File: src/include/tmr_pkg.sv
// Package for the timer control block: register indices, resets, types.
// Assumes an AXI4-Lite master with 12-bit byte addresses and 32-bit data.
package tmr_pkg;

	////////////////////////////////////////////////////////////////////////////
	// Register indices; byte address is four times the index
	localparam logic [7:0]  IDX_T01_CONTROL   = 8'h88;
	localparam logic [7:0]  IDX_T0_COUNT_LOW  = 8'h8A;
	localparam logic [7:0]  IDX_T1_COUNT_LOW  = 8'h8B;
	localparam logic [7:0]  IDX_T0_COUNT_HIGH = 8'h8C;
	localparam logic [7:0]  IDX_T1_COUNT_HIGH = 8'h8D;
	localparam logic [7:0]  IDX_T2_CONTROL    = 8'hC8;
	localparam logic [7:0]  IDX_T2_RELOAD_LOW = 8'hCA;
	localparam logic [7:0]  IDX_T2_RELOAD_HIGH = 8'hCB;
	localparam logic [7:0]  IDX_T2_COUNT_LOW  = 8'hCC;
	localparam logic [7:0]  IDX_T2_COUNT_HIGH = 8'hCD;

	localparam int          ADDR_W            = 12;
	localparam int          IDX_LSB           = 2;

	////////////////////////////////////////////////////////////////////////////
	// Values after reset and fixed values
	localparam logic [7:0]  RST_BYTE          = 8'h00;
	localparam logic [15:0] RST_COUNT         = 16'h0000;
	localparam logic [15:0] COUNT_MAX         = 16'hFFFF;
	localparam logic [15:0] COUNT_STEP        = 16'h0001;
	localparam logic        PIN_IDLE          = 1'b1;
	localparam logic [1:0]  RESP_OKAY         = 2'h0;
	localparam logic [1:0]  RESP_SLVERR       = 2'h2;
	localparam logic [23:0] READ_PAD          = 24'h000000;

	////////////////////////////////////////////////////////////////////////////
	// Control register layouts, bit 7 first
	typedef struct packed {
		logic t1_overflow_flag;
		logic t1_run;
		logic t0_overflow_flag;
		logic t0_run;
		logic ext_irq1_flag;
		logic ext_irq1_edge_select;
		logic ext_irq0_flag;
		logic ext_irq0_edge_select;
	} tmr_t01ctl_t;

	typedef struct packed {
		logic t2_overflow_flag;
		logic t2_external_flag;
		logic serial_rx_clock_from_t2;
		logic serial_tx_clock_from_t2;
		logic t2_external_enable;
		logic t2_run;
		logic t2_counter_select;
		logic t2_capture_select;
	} tmr_t2ctl_t;

	typedef enum logic {TMR_WR_COLLECT, TMR_WR_RESP} tmr_wr_state_t;
	typedef enum logic {TMR_RD_IDLE, TMR_RD_RESP} tmr_rd_state_t;

endpackage

File: src/rtl/tmr_fall_detect.sv
// Falling-edge detector for one pin sampled on the core clock.
// Assumes the pin is already synchronous to the clock.
`timescale 1ns/10ps
`default_nettype none

module tmr_fall_detect
	import tmr_pkg::*;
(
	input  wire logic clk,
	input  wire logic resetn,
	input  wire logic pin,
	output logic      last,
	output logic      fell
);

	// Idle-high reset value makes a pin that is low at release read as a falling edge
	always_ff @(posedge clk) begin
		if (!resetn) begin
			last <= PIN_IDLE;
		end else begin
			last <= pin;
		end
	end

	// High in one cycle, low in the next
	assign fell = last & ~pin;

endmodule

`default_nettype wire

File: src/rtl/tmr_timer_control.sv
// Three 16-bit timer/counters with control flags and external irq flags.
// Assumes an AXI4-Lite master, synchronous pins and vector acknowledge pulses.
//
// Implementation choice: the AXI4-Lite slave port.
`timescale 1ns/10ps
`default_nettype none

module tmr_timer_control
	import tmr_pkg::*;
(
	input  wire logic              CLK,
	input  wire logic              RESETN,
	input  wire logic [ADDR_W-1:0] S_AXI_AWADDR,
	input  wire logic              S_AXI_AWVALID,
	output logic                   S_AXI_AWREADY,
	input  wire logic [31:0]       S_AXI_WDATA,
	input  wire logic [3:0]        S_AXI_WSTRB,
	input  wire logic              S_AXI_WVALID,
	output logic                   S_AXI_WREADY,
	output logic [1:0]             S_AXI_BRESP,
	output logic                   S_AXI_BVALID,
	input  wire logic              S_AXI_BREADY,
	input  wire logic [ADDR_W-1:0] S_AXI_ARADDR,
	input  wire logic              S_AXI_ARVALID,
	output logic                   S_AXI_ARREADY,
	output logic [31:0]            S_AXI_RDATA,
	output logic [1:0]             S_AXI_RRESP,
	output logic                   S_AXI_RVALID,
	input  wire logic              S_AXI_RREADY,
	input  wire logic              EXT_IRQ0_PIN,
	input  wire logic              EXT_IRQ1_PIN,
	input  wire logic              T2_COUNT_PIN,
	input  wire logic              T2_EXTERNAL_TRIGGER_PIN,
	input  wire logic              VEC_T0,
	input  wire logic              VEC_T1,
	input  wire logic              VEC_EXT0,
	input  wire logic              VEC_EXT1,
	input  wire logic              SERIAL_MODE_VARIABLE,
	output logic                   T0_OVERFLOW_FLAG,
	output logic                   T1_OVERFLOW_FLAG,
	output logic                   EXT_IRQ0_FLAG,
	output logic                   EXT_IRQ1_FLAG,
	output logic                   T2_OVERFLOW_FLAG,
	output logic                   T2_EXTERNAL_FLAG,
	output logic                   SERIAL_RX_CLOCK,
	output logic                   SERIAL_TX_CLOCK
);

	////////////////////////////////////////////////////////////////////////////
	// Decode helpers

	function automatic logic is_mapped(input logic [7:0] idx);
		case (idx)
			IDX_T01_CONTROL, IDX_T0_COUNT_LOW, IDX_T1_COUNT_LOW,
			IDX_T0_COUNT_HIGH, IDX_T1_COUNT_HIGH, IDX_T2_CONTROL,
			IDX_T2_RELOAD_LOW, IDX_T2_RELOAD_HIGH, IDX_T2_COUNT_LOW,
			IDX_T2_COUNT_HIGH: is_mapped = 1'b1;
			default: is_mapped = 1'b0;
		endcase
	endfunction

	function automatic logic addr_bad(input logic [ADDR_W-1:0] addr);
		addr_bad = (addr[ADDR_W-1:10] != 2'h0) || (addr[1:0] != 2'h0)
			|| !is_mapped(addr[9:IDX_LSB]);
	endfunction

	function automatic logic wr_to(input logic en, input logic [7:0] at,
		input logic [7:0] idx);
		wr_to = en && (at == idx);
	endfunction

	function automatic logic [15:0] bump(input logic [15:0] value);
		bump = value + COUNT_STEP;
	endfunction

	////////////////////////////////////////////////////////////////////////////
	// Declarations

	tmr_wr_state_t wr_state;
	tmr_rd_state_t rd_state;
	logic          aw_full;
	logic          w_full;
	logic [7:0]    aw_idx;
	logic          aw_bad;
	logic [7:0]    w_byte;
	logic          w_lane0;
	logic          wr_commit;
	logic          wr_en;
	logic [7:0]    rd_byte;
	logic [7:0]    rd_idx;

	tmr_t01ctl_t   ctl01;
	tmr_t2ctl_t    ctl2;
	logic [15:0]   cnt0;
	logic [15:0]   cnt1;
	logic [15:0]   cnt2;
	logic [15:0]   reload2;

	logic          irq0_fell;
	logic          irq1_fell;
	logic          t2c_fell;
	logic          t2x_fell;

	logic          t0_inc;
	logic          t0_ovf;
	logic          t1_inc;
	logic          t1_ovf;
	logic          baud;
	logic          t2_inc;
	logic          t2_ovf;
	logic          t2_ext;
	logic          t2_capture;
	logic          t2_reload;

	////////////////////////////////////////////////////////////////////////////
	// AXI4-Lite write path: address and data taken in either order

	assign wr_commit = (wr_state == TMR_WR_COLLECT) && aw_full && w_full;
	// Only lane 0 carries register bits; other lanes alone write nothing
	assign wr_en     = wr_commit && !aw_bad && w_lane0;

	always_ff @(posedge CLK) begin
		if (!RESETN) begin
			S_AXI_AWREADY <= 1'b1;
			aw_full       <= 1'b0;
			aw_idx        <= RST_BYTE;
			aw_bad        <= 1'b0;
		end else if (S_AXI_AWVALID && S_AXI_AWREADY) begin
			S_AXI_AWREADY <= 1'b0;
			aw_full       <= 1'b1;
			aw_idx        <= S_AXI_AWADDR[9:IDX_LSB];
			aw_bad        <= addr_bad(S_AXI_AWADDR);
		end else if (wr_commit) begin
			aw_full <= 1'b0;
		end else if (S_AXI_BVALID && S_AXI_BREADY) begin
			S_AXI_AWREADY <= 1'b1;
		end
	end

	always_ff @(posedge CLK) begin
		if (!RESETN) begin
			S_AXI_WREADY <= 1'b1;
			w_full       <= 1'b0;
			w_byte       <= RST_BYTE;
			w_lane0      <= 1'b0;
		end else if (S_AXI_WVALID && S_AXI_WREADY) begin
			S_AXI_WREADY <= 1'b0;
			w_full       <= 1'b1;
			w_byte       <= S_AXI_WDATA[7:0];
			w_lane0      <= S_AXI_WSTRB[0];
		end else if (wr_commit) begin
			w_full <= 1'b0;
		end else if (S_AXI_BVALID && S_AXI_BREADY) begin
			S_AXI_WREADY <= 1'b1;
		end
	end

	always_ff @(posedge CLK) begin
		if (!RESETN) begin
			wr_state     <= TMR_WR_COLLECT;
			S_AXI_BVALID <= 1'b0;
			S_AXI_BRESP  <= RESP_OKAY;
		end else begin
			case (wr_state)
				TMR_WR_COLLECT: begin
					if (wr_commit) begin
						S_AXI_BVALID <= 1'b1;
						S_AXI_BRESP  <= aw_bad ? RESP_SLVERR : RESP_OKAY;
						wr_state     <= TMR_WR_RESP;
					end
				end
				TMR_WR_RESP: begin
					if (S_AXI_BREADY) begin
						S_AXI_BVALID <= 1'b0;
						wr_state     <= TMR_WR_COLLECT;
					end
				end
				default: wr_state <= TMR_WR_COLLECT;
			endcase
		end
	end

	////////////////////////////////////////////////////////////////////////////
	// AXI4-Lite read path

	assign rd_idx = S_AXI_ARADDR[9:IDX_LSB];

	always_comb begin
		case (rd_idx)
			IDX_T01_CONTROL:    rd_byte = ctl01;
			IDX_T0_COUNT_LOW:   rd_byte = cnt0[7:0];
			IDX_T1_COUNT_LOW:   rd_byte = cnt1[7:0];
			IDX_T0_COUNT_HIGH:  rd_byte = cnt0[15:8];
			IDX_T1_COUNT_HIGH:  rd_byte = cnt1[15:8];
			IDX_T2_CONTROL:     rd_byte = ctl2;
			IDX_T2_RELOAD_LOW:  rd_byte = reload2[7:0];
			IDX_T2_RELOAD_HIGH: rd_byte = reload2[15:8];
			IDX_T2_COUNT_LOW:   rd_byte = cnt2[7:0];
			IDX_T2_COUNT_HIGH:  rd_byte = cnt2[15:8];
			default:            rd_byte = RST_BYTE;
		endcase
	end

	always_ff @(posedge CLK) begin
		if (!RESETN) begin
			rd_state      <= TMR_RD_IDLE;
			S_AXI_ARREADY <= 1'b1;
			S_AXI_RVALID  <= 1'b0;
			S_AXI_RDATA   <= {READ_PAD, RST_BYTE};
			S_AXI_RRESP   <= RESP_OKAY;
		end else begin
			case (rd_state)
				TMR_RD_IDLE: begin
					if (S_AXI_ARVALID) begin
						S_AXI_ARREADY <= 1'b0;
						S_AXI_RVALID  <= 1'b1;
						S_AXI_RDATA   <= addr_bad(S_AXI_ARADDR) ?
							{READ_PAD, RST_BYTE} : {READ_PAD, rd_byte};
						S_AXI_RRESP   <= addr_bad(S_AXI_ARADDR) ?
							RESP_SLVERR : RESP_OKAY;
						rd_state      <= TMR_RD_RESP;
					end
				end
				TMR_RD_RESP: begin
					if (S_AXI_RREADY) begin
						S_AXI_RVALID  <= 1'b0;
						S_AXI_ARREADY <= 1'b1;
						rd_state      <= TMR_RD_IDLE;
					end
				end
				default: rd_state <= TMR_RD_IDLE;
			endcase
		end
	end

	////////////////////////////////////////////////////////////////////////////
	// Pin edge detection

	tmr_fall_detect u_irq0 (.clk(CLK), .resetn(RESETN), .pin(EXT_IRQ0_PIN),
		.last(), .fell(irq0_fell));
	tmr_fall_detect u_irq1 (.clk(CLK), .resetn(RESETN), .pin(EXT_IRQ1_PIN),
		.last(), .fell(irq1_fell));
	tmr_fall_detect u_t2c (.clk(CLK), .resetn(RESETN), .pin(T2_COUNT_PIN),
		.last(), .fell(t2c_fell));
	tmr_fall_detect u_t2x (.clk(CLK), .resetn(RESETN),
		.pin(T2_EXTERNAL_TRIGGER_PIN), .last(), .fell(t2x_fell));

	////////////////////////////////////////////////////////////////////////////
	// Timer 0 and Timer 1: 16-bit, one step per cycle

	assign t0_inc = ctl01.t0_run;
	assign t1_inc = ctl01.t1_run;
	assign t0_ovf = t0_inc && (cnt0 == COUNT_MAX);
	assign t1_ovf = t1_inc && (cnt1 == COUNT_MAX);

	// Software byte writes win over the step in the same cycle
	always_ff @(posedge CLK) begin
		if (!RESETN) begin
			cnt0 <= RST_COUNT;
		end else begin
			if (t0_inc) begin
				cnt0 <= bump(cnt0);
			end
			if (wr_to(wr_en, aw_idx, IDX_T0_COUNT_LOW)) begin
				cnt0[7:0] <= w_byte;
			end
			if (wr_to(wr_en, aw_idx, IDX_T0_COUNT_HIGH)) begin
				cnt0[15:8] <= w_byte;
			end
		end
	end

	always_ff @(posedge CLK) begin
		if (!RESETN) begin
			cnt1 <= RST_COUNT;
		end else begin
			if (t1_inc) begin
				cnt1 <= bump(cnt1);
			end
			if (wr_to(wr_en, aw_idx, IDX_T1_COUNT_LOW)) begin
				cnt1[7:0] <= w_byte;
			end
			if (wr_to(wr_en, aw_idx, IDX_T1_COUNT_HIGH)) begin
				cnt1[15:8] <= w_byte;
			end
		end
	end

	////////////////////////////////////////////////////////////////////////////
	// Timer 0/1 control; the irq bits feed only the flag logic below

	always_ff @(posedge CLK) begin
		if (!RESETN) begin
			ctl01 <= tmr_t01ctl_t'(RST_BYTE);
		end else begin
			if (wr_to(wr_en, aw_idx, IDX_T01_CONTROL)) begin
				ctl01 <= tmr_t01ctl_t'(w_byte);
			end
			if (VEC_T0) begin
				ctl01.t0_overflow_flag <= 1'b0;
			end
			if (t0_ovf) begin
				ctl01.t0_overflow_flag <= 1'b1;
			end
			if (VEC_T1) begin
				ctl01.t1_overflow_flag <= 1'b0;
			end
			if (t1_ovf) begin
				ctl01.t1_overflow_flag <= 1'b1;
			end
			// Level mode: the pin owns the flag, vector and writes have no say
			if (!ctl01.ext_irq0_edge_select) begin
				ctl01.ext_irq0_flag <= ~EXT_IRQ0_PIN;
			end else begin
				if (VEC_EXT0) begin
					ctl01.ext_irq0_flag <= 1'b0;
				end
				if (irq0_fell) begin
					ctl01.ext_irq0_flag <= 1'b1;
				end
			end
			if (!ctl01.ext_irq1_edge_select) begin
				ctl01.ext_irq1_flag <= ~EXT_IRQ1_PIN;
			end else begin
				if (VEC_EXT1) begin
					ctl01.ext_irq1_flag <= 1'b0;
				end
				if (irq1_fell) begin
					ctl01.ext_irq1_flag <= 1'b1;
				end
			end
		end
	end

	////////////////////////////////////////////////////////////////////////////
	// Timer 2

	assign baud       = ctl2.serial_rx_clock_from_t2 | ctl2.serial_tx_clock_from_t2;
	assign t2_inc     = ctl2.t2_run && (ctl2.t2_counter_select ? t2c_fell : 1'b1);
	assign t2_ovf     = t2_inc && (cnt2 == COUNT_MAX);
	assign t2_ext     = ctl2.t2_external_enable && t2x_fell && !baud;
	assign t2_capture = t2_ext && ctl2.t2_capture_select;
	assign t2_reload  = (t2_ovf && (baud || !ctl2.t2_capture_select))
		|| (t2_ext && !ctl2.t2_capture_select);

	always_ff @(posedge CLK) begin
		if (!RESETN) begin
			cnt2 <= RST_COUNT;
		end else begin
			if (t2_reload) begin
				cnt2 <= reload2;
			end else if (t2_inc) begin
				cnt2 <= bump(cnt2);
			end
			if (wr_to(wr_en, aw_idx, IDX_T2_COUNT_LOW)) begin
				cnt2[7:0] <= w_byte;
			end
			if (wr_to(wr_en, aw_idx, IDX_T2_COUNT_HIGH)) begin
				cnt2[15:8] <= w_byte;
			end
		end
	end

	// A capture beats a same-cycle software write so the event is kept
	always_ff @(posedge CLK) begin
		if (!RESETN) begin
			reload2 <= RST_COUNT;
		end else begin
			if (wr_to(wr_en, aw_idx, IDX_T2_RELOAD_LOW)) begin
				reload2[7:0] <= w_byte;
			end
			if (wr_to(wr_en, aw_idx, IDX_T2_RELOAD_HIGH)) begin
				reload2[15:8] <= w_byte;
			end
			if (t2_capture) begin
				reload2 <= cnt2;
			end
		end
	end

	always_ff @(posedge CLK) begin
		if (!RESETN) begin
			ctl2 <= tmr_t2ctl_t'(RST_BYTE);
		end else begin
			if (wr_to(wr_en, aw_idx, IDX_T2_CONTROL)) begin
				ctl2 <= tmr_t2ctl_t'(w_byte);
			end
			if (t2_ovf && !baud) begin
				ctl2.t2_overflow_flag <= 1'b1;
			end
			if (t2_ext) begin
				ctl2.t2_external_flag <= 1'b1;
			end
		end
	end

	////////////////////////////////////////////////////////////////////////////
	// Serial port clock pulses and flag outputs

	always_ff @(posedge CLK) begin
		if (!RESETN) begin
			SERIAL_RX_CLOCK <= 1'b0;
			SERIAL_TX_CLOCK <= 1'b0;
		end else begin
			SERIAL_RX_CLOCK <= SERIAL_MODE_VARIABLE
				&& (ctl2.serial_rx_clock_from_t2 ? t2_ovf : t1_ovf);
			SERIAL_TX_CLOCK <= SERIAL_MODE_VARIABLE
				&& (ctl2.serial_tx_clock_from_t2 ? t2_ovf : t1_ovf);
		end
	end

	assign T0_OVERFLOW_FLAG = ctl01.t0_overflow_flag;
	assign T1_OVERFLOW_FLAG = ctl01.t1_overflow_flag;
	assign EXT_IRQ0_FLAG    = ctl01.ext_irq0_flag;
	assign EXT_IRQ1_FLAG    = ctl01.ext_irq1_flag;
	assign T2_OVERFLOW_FLAG = ctl2.t2_overflow_flag;
	assign T2_EXTERNAL_FLAG = ctl2.t2_external_flag;
endmodule

`default_nettype wire

File: config.mk
export PLATFORM = sky130hd
export DESIGN_NAME = tmr_timer_control
export DESIGN_NICKNAME = d
export VERILOG_FILES = /design/src/include/tmr_pkg.sv /design/src/rtl/tmr_fall_detect.sv /design/src/rtl/tmr_timer_control.sv
export SDC_FILE = /design/constraint.sdc
export NUM_CORES = 1
export LEC_CHECK = 0
export ABC_AREA = 1
export BUFFER_PORTS_ARGS = -buffer_cell sky130_fd_sc_hd__buf_2
export CELL_PAD_IN_SITES_DETAIL_PLACEMENT = 1
export CELL_PAD_IN_SITES_GLOBAL_PLACEMENT = 1
export CORE_ASPECT_RATIO = 1.25
export CORE_MARGIN = 1
export CORE_UTILIZATION = 37
export CTS_BUF_LIST = sky130_fd_sc_hd__clkbuf_8
export CTS_CLUSTER_SIZE = 30
export DETAILED_ROUTE_END_ITERATION = 16
export MAX_ROUTING_LAYER = met4
export PLACE_DENSITY = 0.85
export SYNTH_ARGS = -nofsm -noshare
export SYNTH_HDL_FRONTEND = slang
export SYNTH_SLANG_ARGS = --single-unit
File: constraint.sdc
create_clock -name CLK -period 1.8 [get_ports CLK]
set_input_delay 0.36 -clock CLK [delete_from_list [all_inputs] [get_ports CLK]]
set_output_delay 0.36 -clock CLK [all_outputs]
set_load 0.02 [all_outputs]
==> results.yml, run 1 <==
logic_synthesis:
  synth_top_flop_cell: "dfxtp_1"
  synth_seq_cells: 123
  synth_edf_count: 0
  syn-cell-area_um2: 7350
  synth.distinct_cells: 49
  yosysSeqAreaShare: 0.335
  syn_area_per_cell_um2: 6.45
  syn_inst: 1140
  yosysWarnings: 0
  async_flop_share: 0
grt:
  grt_util_met3: 0.0593
  antenna_found_initial: 0
  grt_max_degree: 64
  grt_overflow_total: 0
  grt_pass1_vias: 8319
  track_usage: 0.286
  grt_pass1_wl_mm: 43.5
  met2_usage: 0.479
  gr-max-usage-layer: "met2"
  grt_use_met1: 0.314
finish:
  nets: 1366
  diodes: 0
  multiInputGateArea_um2: 4250
  drive_above_1_share: 0.202
  nFillCells: 2619
  area_growth_pct: 22.9
  seq_area_um2: 2470
run_status:
  status: "finished, violations left"
  violations: "setup timing"
detailed_routing:
  dr.pass1.iters: 5
  via_count: 8419
  drc_errors: 0
  first_iter_violations: 625
  ant_nets: 0
  wire_per_inst_um: 18.3
  drt-total-wl_mm: 28.7
  viasPerCell: 5.38
worst_setup_path:
  crit_cells: 7
  crit_path_start_kind: "register"
  path_class: "reg -> reg"
  crit_path_max_incr_delay_ns: 0.54
  crit_buf_inv: 1
  reg2reg_from: "aw_idx[1]"
  crit_family: "simple AND/OR/NAND/NOR gates"
  r2r_end: "reload2[12]"
  reg2reg_setup_slack_ns: -0.01
  cp.arrival_ns: 2.17
  path_cells: "nand2_1 > nor2_1 > nand3_1 > nand2_1 > inv_2 > nand2_1 > a21oi_1"
  crit_slowest_cell: "dfxtp_1"
  critPathCaptureType: "register"
  crit_required_ns: 2.16
  crit_fanout: 8
  crit_path_frequent_cell: "nand2_1"
  ff2ff_path_depth: 7
cts:
  h-tree-depth: 4
  cts_tree: "built"
  clk_latency_ns: 0.48
  hold_buffers: 0
  cts_root_buf: "clkbuf_8"
  cts_max_path_buffers: 2
  cts.sinks: 123
  numCtsBuffers: 17
  clk_pin_slew_ns: 0.08
min_path:
  whs_path_depth: 3
  holdPathEnd: "u_irq1.last"
  worstHoldPathType: "in -> reg"
  hp-start: "EXT_IRQ1_PIN"
die:
  initial_core_util: 0.378
  die_w_um: 128
  rows: 57
  die-area_um2: 20400
  die_h_um: 160
  coreArea_um2: 19500
  io-pin-count: 125
placed_design:
  hpwlAfterDp_mm: 20.8
  gp_congestion: 0.951
  portBuffers: 71
sta:
  finalCriticalPeriod_ns: 1.81
  finalSetupTns_ns: -0.0117
  fin_crit_sh: 1.01
  setup_violations: 1
  tightestPinTransition_ns: 0.572
  slew_viol_final: 0
  layout_setup_ws_ns: -0.0117
  hold_viol_final: 0
  max_clock_freq_mhz: 552
  relSlewSlack: 0.618
  hold_ws_ns: 0.0834
  clock_skew_ns: 0.00932
power:
  powerDensity_nw_per_um2: 668
  peakVddDrop_mv: 0.512
  leakage_nw: 3.83
run:
  drv_cap: 0
layout by cell type (no fill, tap or decap), drive strengths merged, types with 2 or more instances in the layout:
| cell | instances |
|---|---|
| a311oi | 2 |
| a211oi | 5 |
| nand4 | 14 |
| ha | 3 |
| o21a | 2 |
| inv | 149 |
| a31oi | 3 |
| nor3 | 25 |
| clkinv | 6 |
| o21ai | 71 |
| or2 | 2 |
| xnor2 | 8 |
| nor2 | 157 |
| a21oi | 96 |
| dfxtp | 123 |
| o221ai | 3 |
| o22ai | 7 |
| o211ai | 6 |
| buf | 160 |
| nand3b | 2 |
| a41oi | 2 |
| clkbuf | 17 |
| xor2 | 23 |
| nand2 | 268 |
| conb | 26 |
| nand3 | 113 |
power breakdown:
part | switching [W] | total, W | internal (W)
Clock | 0.00141 | 0.00255 | 0.00114
Sequential | 0.0000490 | 0.00284 | 0.00279
Combinational | 0.000452 | 0.000652 | 0.000200
Total | 0.00191 | 0.00604 | 0.00413
metal layers:
metal	share of wire	up-vias
li1	-	3937
met1	0.40	4049
met2	0.49	318
met3	0.053	115
met4	0.060	0
met5	0	-
sequential cells by signal, summed over array words and instances, names as in the netlist, 2 cells and up:
signal,count
cnt1,16
ctl2,6
cnt0,16
ctl01,2
cnt2,16
aw_idx,8
reload2,16
S_AXI_RDATA,8
w_byte,8
timing repair:
| action | 4_1_cts | 5_1_grt |
|---|---|---|
| gates cloned | 0 | 3 |
| buffers inserted | 0 | 9 |
| resized for setup | 5 | 45 |
| pin swaps | 0 | 5 |
| setup endpoints to repair | 10 | 48 |
stage by stage:
step | cells | power (W) | instance area (µm²) | util | worst slack (ns)
floorplan | 1165 | 0.00326 | 7450 | - | 0.114
global placement | 1521 | 0.00348 | 8390 | 0.431 | -0.000744
detailed placement | 1521 | 0.00350 | 8390 | 0.431 | -0.0594
CTS | 1553 | 0.00601 | 8800 | 0.452 | 0.0128
global route | 1565 | 0.00625 | 9040 | 0.464 | -0.0967
finish | 1565 | 0.00604 | 9040 | 0.464 | -0.0117
worst max-delay path by stage:
| stage | endpoint | startpoint | slack (ns) |
|---|---|---|---|
| floorplan | cnt2[5] | cnt2[0] | 0.11 |
| global placement | S_AXI_RDATA[2] | S_AXI_ARADDR[7] | -0.0007 |
| detailed placement | S_AXI_RDATA[0] | S_AXI_ARADDR[7] | -0.06 |
| CTS | cnt0[8] | aw_full | 0.01 |
| global route | reload2[12] | aw_idx[1] | -0.1 |
| finish | reload2[12] | aw_idx[1] | -0.01 |
final cells by class:
type	instances	area share
well taps	265	0.0367
clock inverters	15	0.0169
flip-flops and latches	123	0.273
inverters	142	0.0595
repair buffers	160	0.118
multi-input cells	843	0.470
clock buffers	17	0.0259
cells in the mapped netlist (8+ instances only):
library cell / n / share of area
nor3_1: 17 / 0.012
dfxtp_1: 123 / 0.33
nand3_1: 108 / 0.073
nand2_1: 264 / 0.13
nand4_1: 13 / 0.011
a21oi_1: 93 / 0.063
clkbuf_1: 19 / 0.0097
buf_4: 28 / 0.029
xnor2_1: 8 / 0.0095
xor2_1: 23 / 0.027
inv_1: 137 / 0.070
nor2_1: 151 / 0.077
o21ai_0: 71 / 0.048
tightest hold or removal path, delay by kind of cell:
kind	cells	cell delay, ns
buffers and inverters	2	0.13
and+or+nand+nor	1	0.04
kinds of logic (layout without fill, tap and decap cells):
| logic type | after synthesis | in the layout | synth area share |
|---|---|---|---|
| xor gates and xnor gates | 31 | 31 | 0.0369 |
| DFF | 123 | 123 | 0.335 |
| and+or+nand+nor | 584 | 585 | 0.353 |
| adders and majority gates | 3 | 3 | 0.00510 |
| AOI/OAI and AO/OA | 198 | 198 | 0.149 |
| other | 1 | 26 | 0.000510 |
| buffers and inverters | 200 | 334 | 0.121 |
Power figures use the tool's default switching activity.
==> inputs of run 2 (changes only) <==
--- a/config.mk
+++ b/config.mk
@@ -13,10 +13,11 @@
 export CORE_MARGIN = 1
 export CORE_UTILIZATION = 37
 export CTS_BUF_LIST = sky130_fd_sc_hd__clkbuf_8
-export CTS_CLUSTER_SIZE = 30
+export CTS_CLUSTER_SIZE = 10
 export DETAILED_ROUTE_END_ITERATION = 16
 export MAX_ROUTING_LAYER = met4
 export PLACE_DENSITY = 0.85
+export RECOVER_POWER = 100
 export SYNTH_ARGS = -nofsm -noshare
 export SYNTH_HDL_FRONTEND = slang
 export SYNTH_SLANG_ARGS = --single-unit
==> results.yml, run 2 (same netlist as run 1, synthesis figures left out) <==
grt:
  track_usage: 0.286
  grt_overflow_total: 0
  grt_pass1_vias: 8319
  grt_max_degree: 64
  antenna_found_initial: 0
  grt_pass1_wl_mm: 43.5
die:
  coreArea_um2: 19500
  die-area_um2: 20400
  rows: 57
  die_h_um: 160
  io-pin-count: 125
  initial_core_util: 0.378
  die_w_um: 128
finish:
  final_common_cell: "nand2_1"
  final_cell_mix: "nand2_1, nor2_1, inv_1, dfxtp_1, nand3_1"
  finalNonFillerCells: 1565
  diodes: 0
  area_growth_pct: 22.2
  nets: 1366
  post-route-util: 0.462
  drive_above_1_share: 0.181
sta:
  tightestPinTransition_ns: 0.582
  finalSetupTns_ns: 0
  slew_viol_final: 0
  max_clock_freq_mhz: 558
  clock_skew_ns: 0.00974
  fin_crit_sh: 0.995
  relSlewSlack: 0.611
  hold_viol_final: 0
  hold_ws_ns: 0.0826
  layout_setup_ws_ns: 0.00849
  setup_violations: 0
  finalCriticalPeriod_ns: 1.79
run_status:
  status: "finished, final reports clean"
placed_design:
  portBuffers: 71
  placed_cells: 1521
  post-place-ws_ns: -0.0594
  gp_congestion: 0.951
  hpwlAfterDp_mm: 20.8
power:
  intPower_w: 0.00412
  peakVddDrop_mv: 0.511
  powerDensity_nw_per_um2: 670
  switching_share: 0.316
  power.share.clock: 0.422
  power.switching_w: 0.00191
  leakage_nw: 3.73
  p_seq_frac: 0.471
  power_frac_comb: 0.107
worst_setup_path:
  cp.arrival_ns: 2.15
  crit_slowest_cell: "dfxtp_1"
  reg2reg_from: "aw_idx[1]"
  path_class: "reg -> reg"
  crit_path_start_kind: "register"
  critPathLaunch: "aw_idx[1]"
  crit_path_frequent_cell: "nand2_1"
  path_cells: "nand2_1 > nor2_1 > nand3_1 > nand2_1 > inv_2 > nand2_1 > a21oi_1"
  crit_family: "simple AND/OR/NAND/NOR gates"
  crit_path_max_incr_delay_ns: 0.54
  crit_required_ns: 2.15
  crit_buf_inv: 1
  critPathCaptureType: "register"
  crit_fanout: 8
detailed_routing:
  drt-total-wl_mm: 28.7
  via_count: 8434
  ant_nets: 0
  first_iter_violations: 648
  dr.pass1.iters: 5
  drc_errors: 0
  wire_per_inst_um: 18.3
  viasPerCell: 5.39
cts:
  cts_root_buf: "clkbuf_8"
  clk_latency_ns: 0.48
  cts_tree: "built"
  cts_max_path_buffers: 2
  h-tree-depth: 4
  clk_pin_slew_ns: 0.08
  hold_buffers: 0
  numCtsBuffers: 17
  cts.sinks: 123
min_path:
  hp-start: "EXT_IRQ1_PIN"
  worstHoldPathType: "in -> reg"
run:
  drv_cap: 0
run 2: cell types whose count changed in the layout (fill, tap and decap cells not counted), sizes merged:
cell / before / now
buf: 160 / 132
clkbuf: 17 / 45
run 2: path summary, 6_finish.rpt:
kind	end	slack (ns)	cells past startpoint
hold / removal	u_irq1.last	0.08	3
hold reg to reg	S_AXI_ARREADY	0.45	2
setup reg to reg	reload2[12]	0.008	7
setup / recovery	reload2[12]	0.008	7
run 2: power groups by stage:
stage / clock network (W) / registers, W / logic (W)
floorplan: 0 / 0.00293 / 0.000335
global placement: 0 / 0.00289 / 0.000592
detailed placement: 0 / 0.00289 / 0.000603
CTS: 0.00256 / 0.00283 / 0.000613
global route: 0.00270 / 0.00285 / 0.000691
finish: 0.00255 / 0.00284 / 0.000643
run 2: through the flow:
stage / instance area (µm²) / total power, W
after detailed placement: 8390 / 0.00350
after CTS: 8800 / 0.00601
after global routing: 8990 / 0.00624
after floorplan: 7450 / 0.00326
final: 8990 / 0.00603
after global placement: 8390 / 0.00348
run 2: area by class of cell:
cell class	count	area (µm²)
clock buffer	17	234
clock inverter	15	153
fill	2634	10500
inverter	142	538
multi-input combinational	843	4240
sequential	123	2470
tap	265	332
timing repair buffer	160	1020
run 2: per-layer routing:
layer	global-route usage	vias to the layer above	part of all wire
met5	-	-	0
met4	0.158	0	0.061
met1	0.314	4039	0.39
met2	0.479	340	0.49
li1	-	3939	-
met3	0.0593	116	0.058
run 2: worst min-delay path, stage by stage:
cell     delay (ns)
buf_2          0.09
inv_1          0.04
nand2_1        0.04
run 2: repair_timing:
item / 4_1_cts / 5_1_grt
setup buffers: 0 / 9
setup endpoints to repair: 10 / 48
endpoints found under the hold margin: 0 / 0
pin swaps: 0 / 5
cloned: 0 / 3
gates resized for setup: 5 / 45
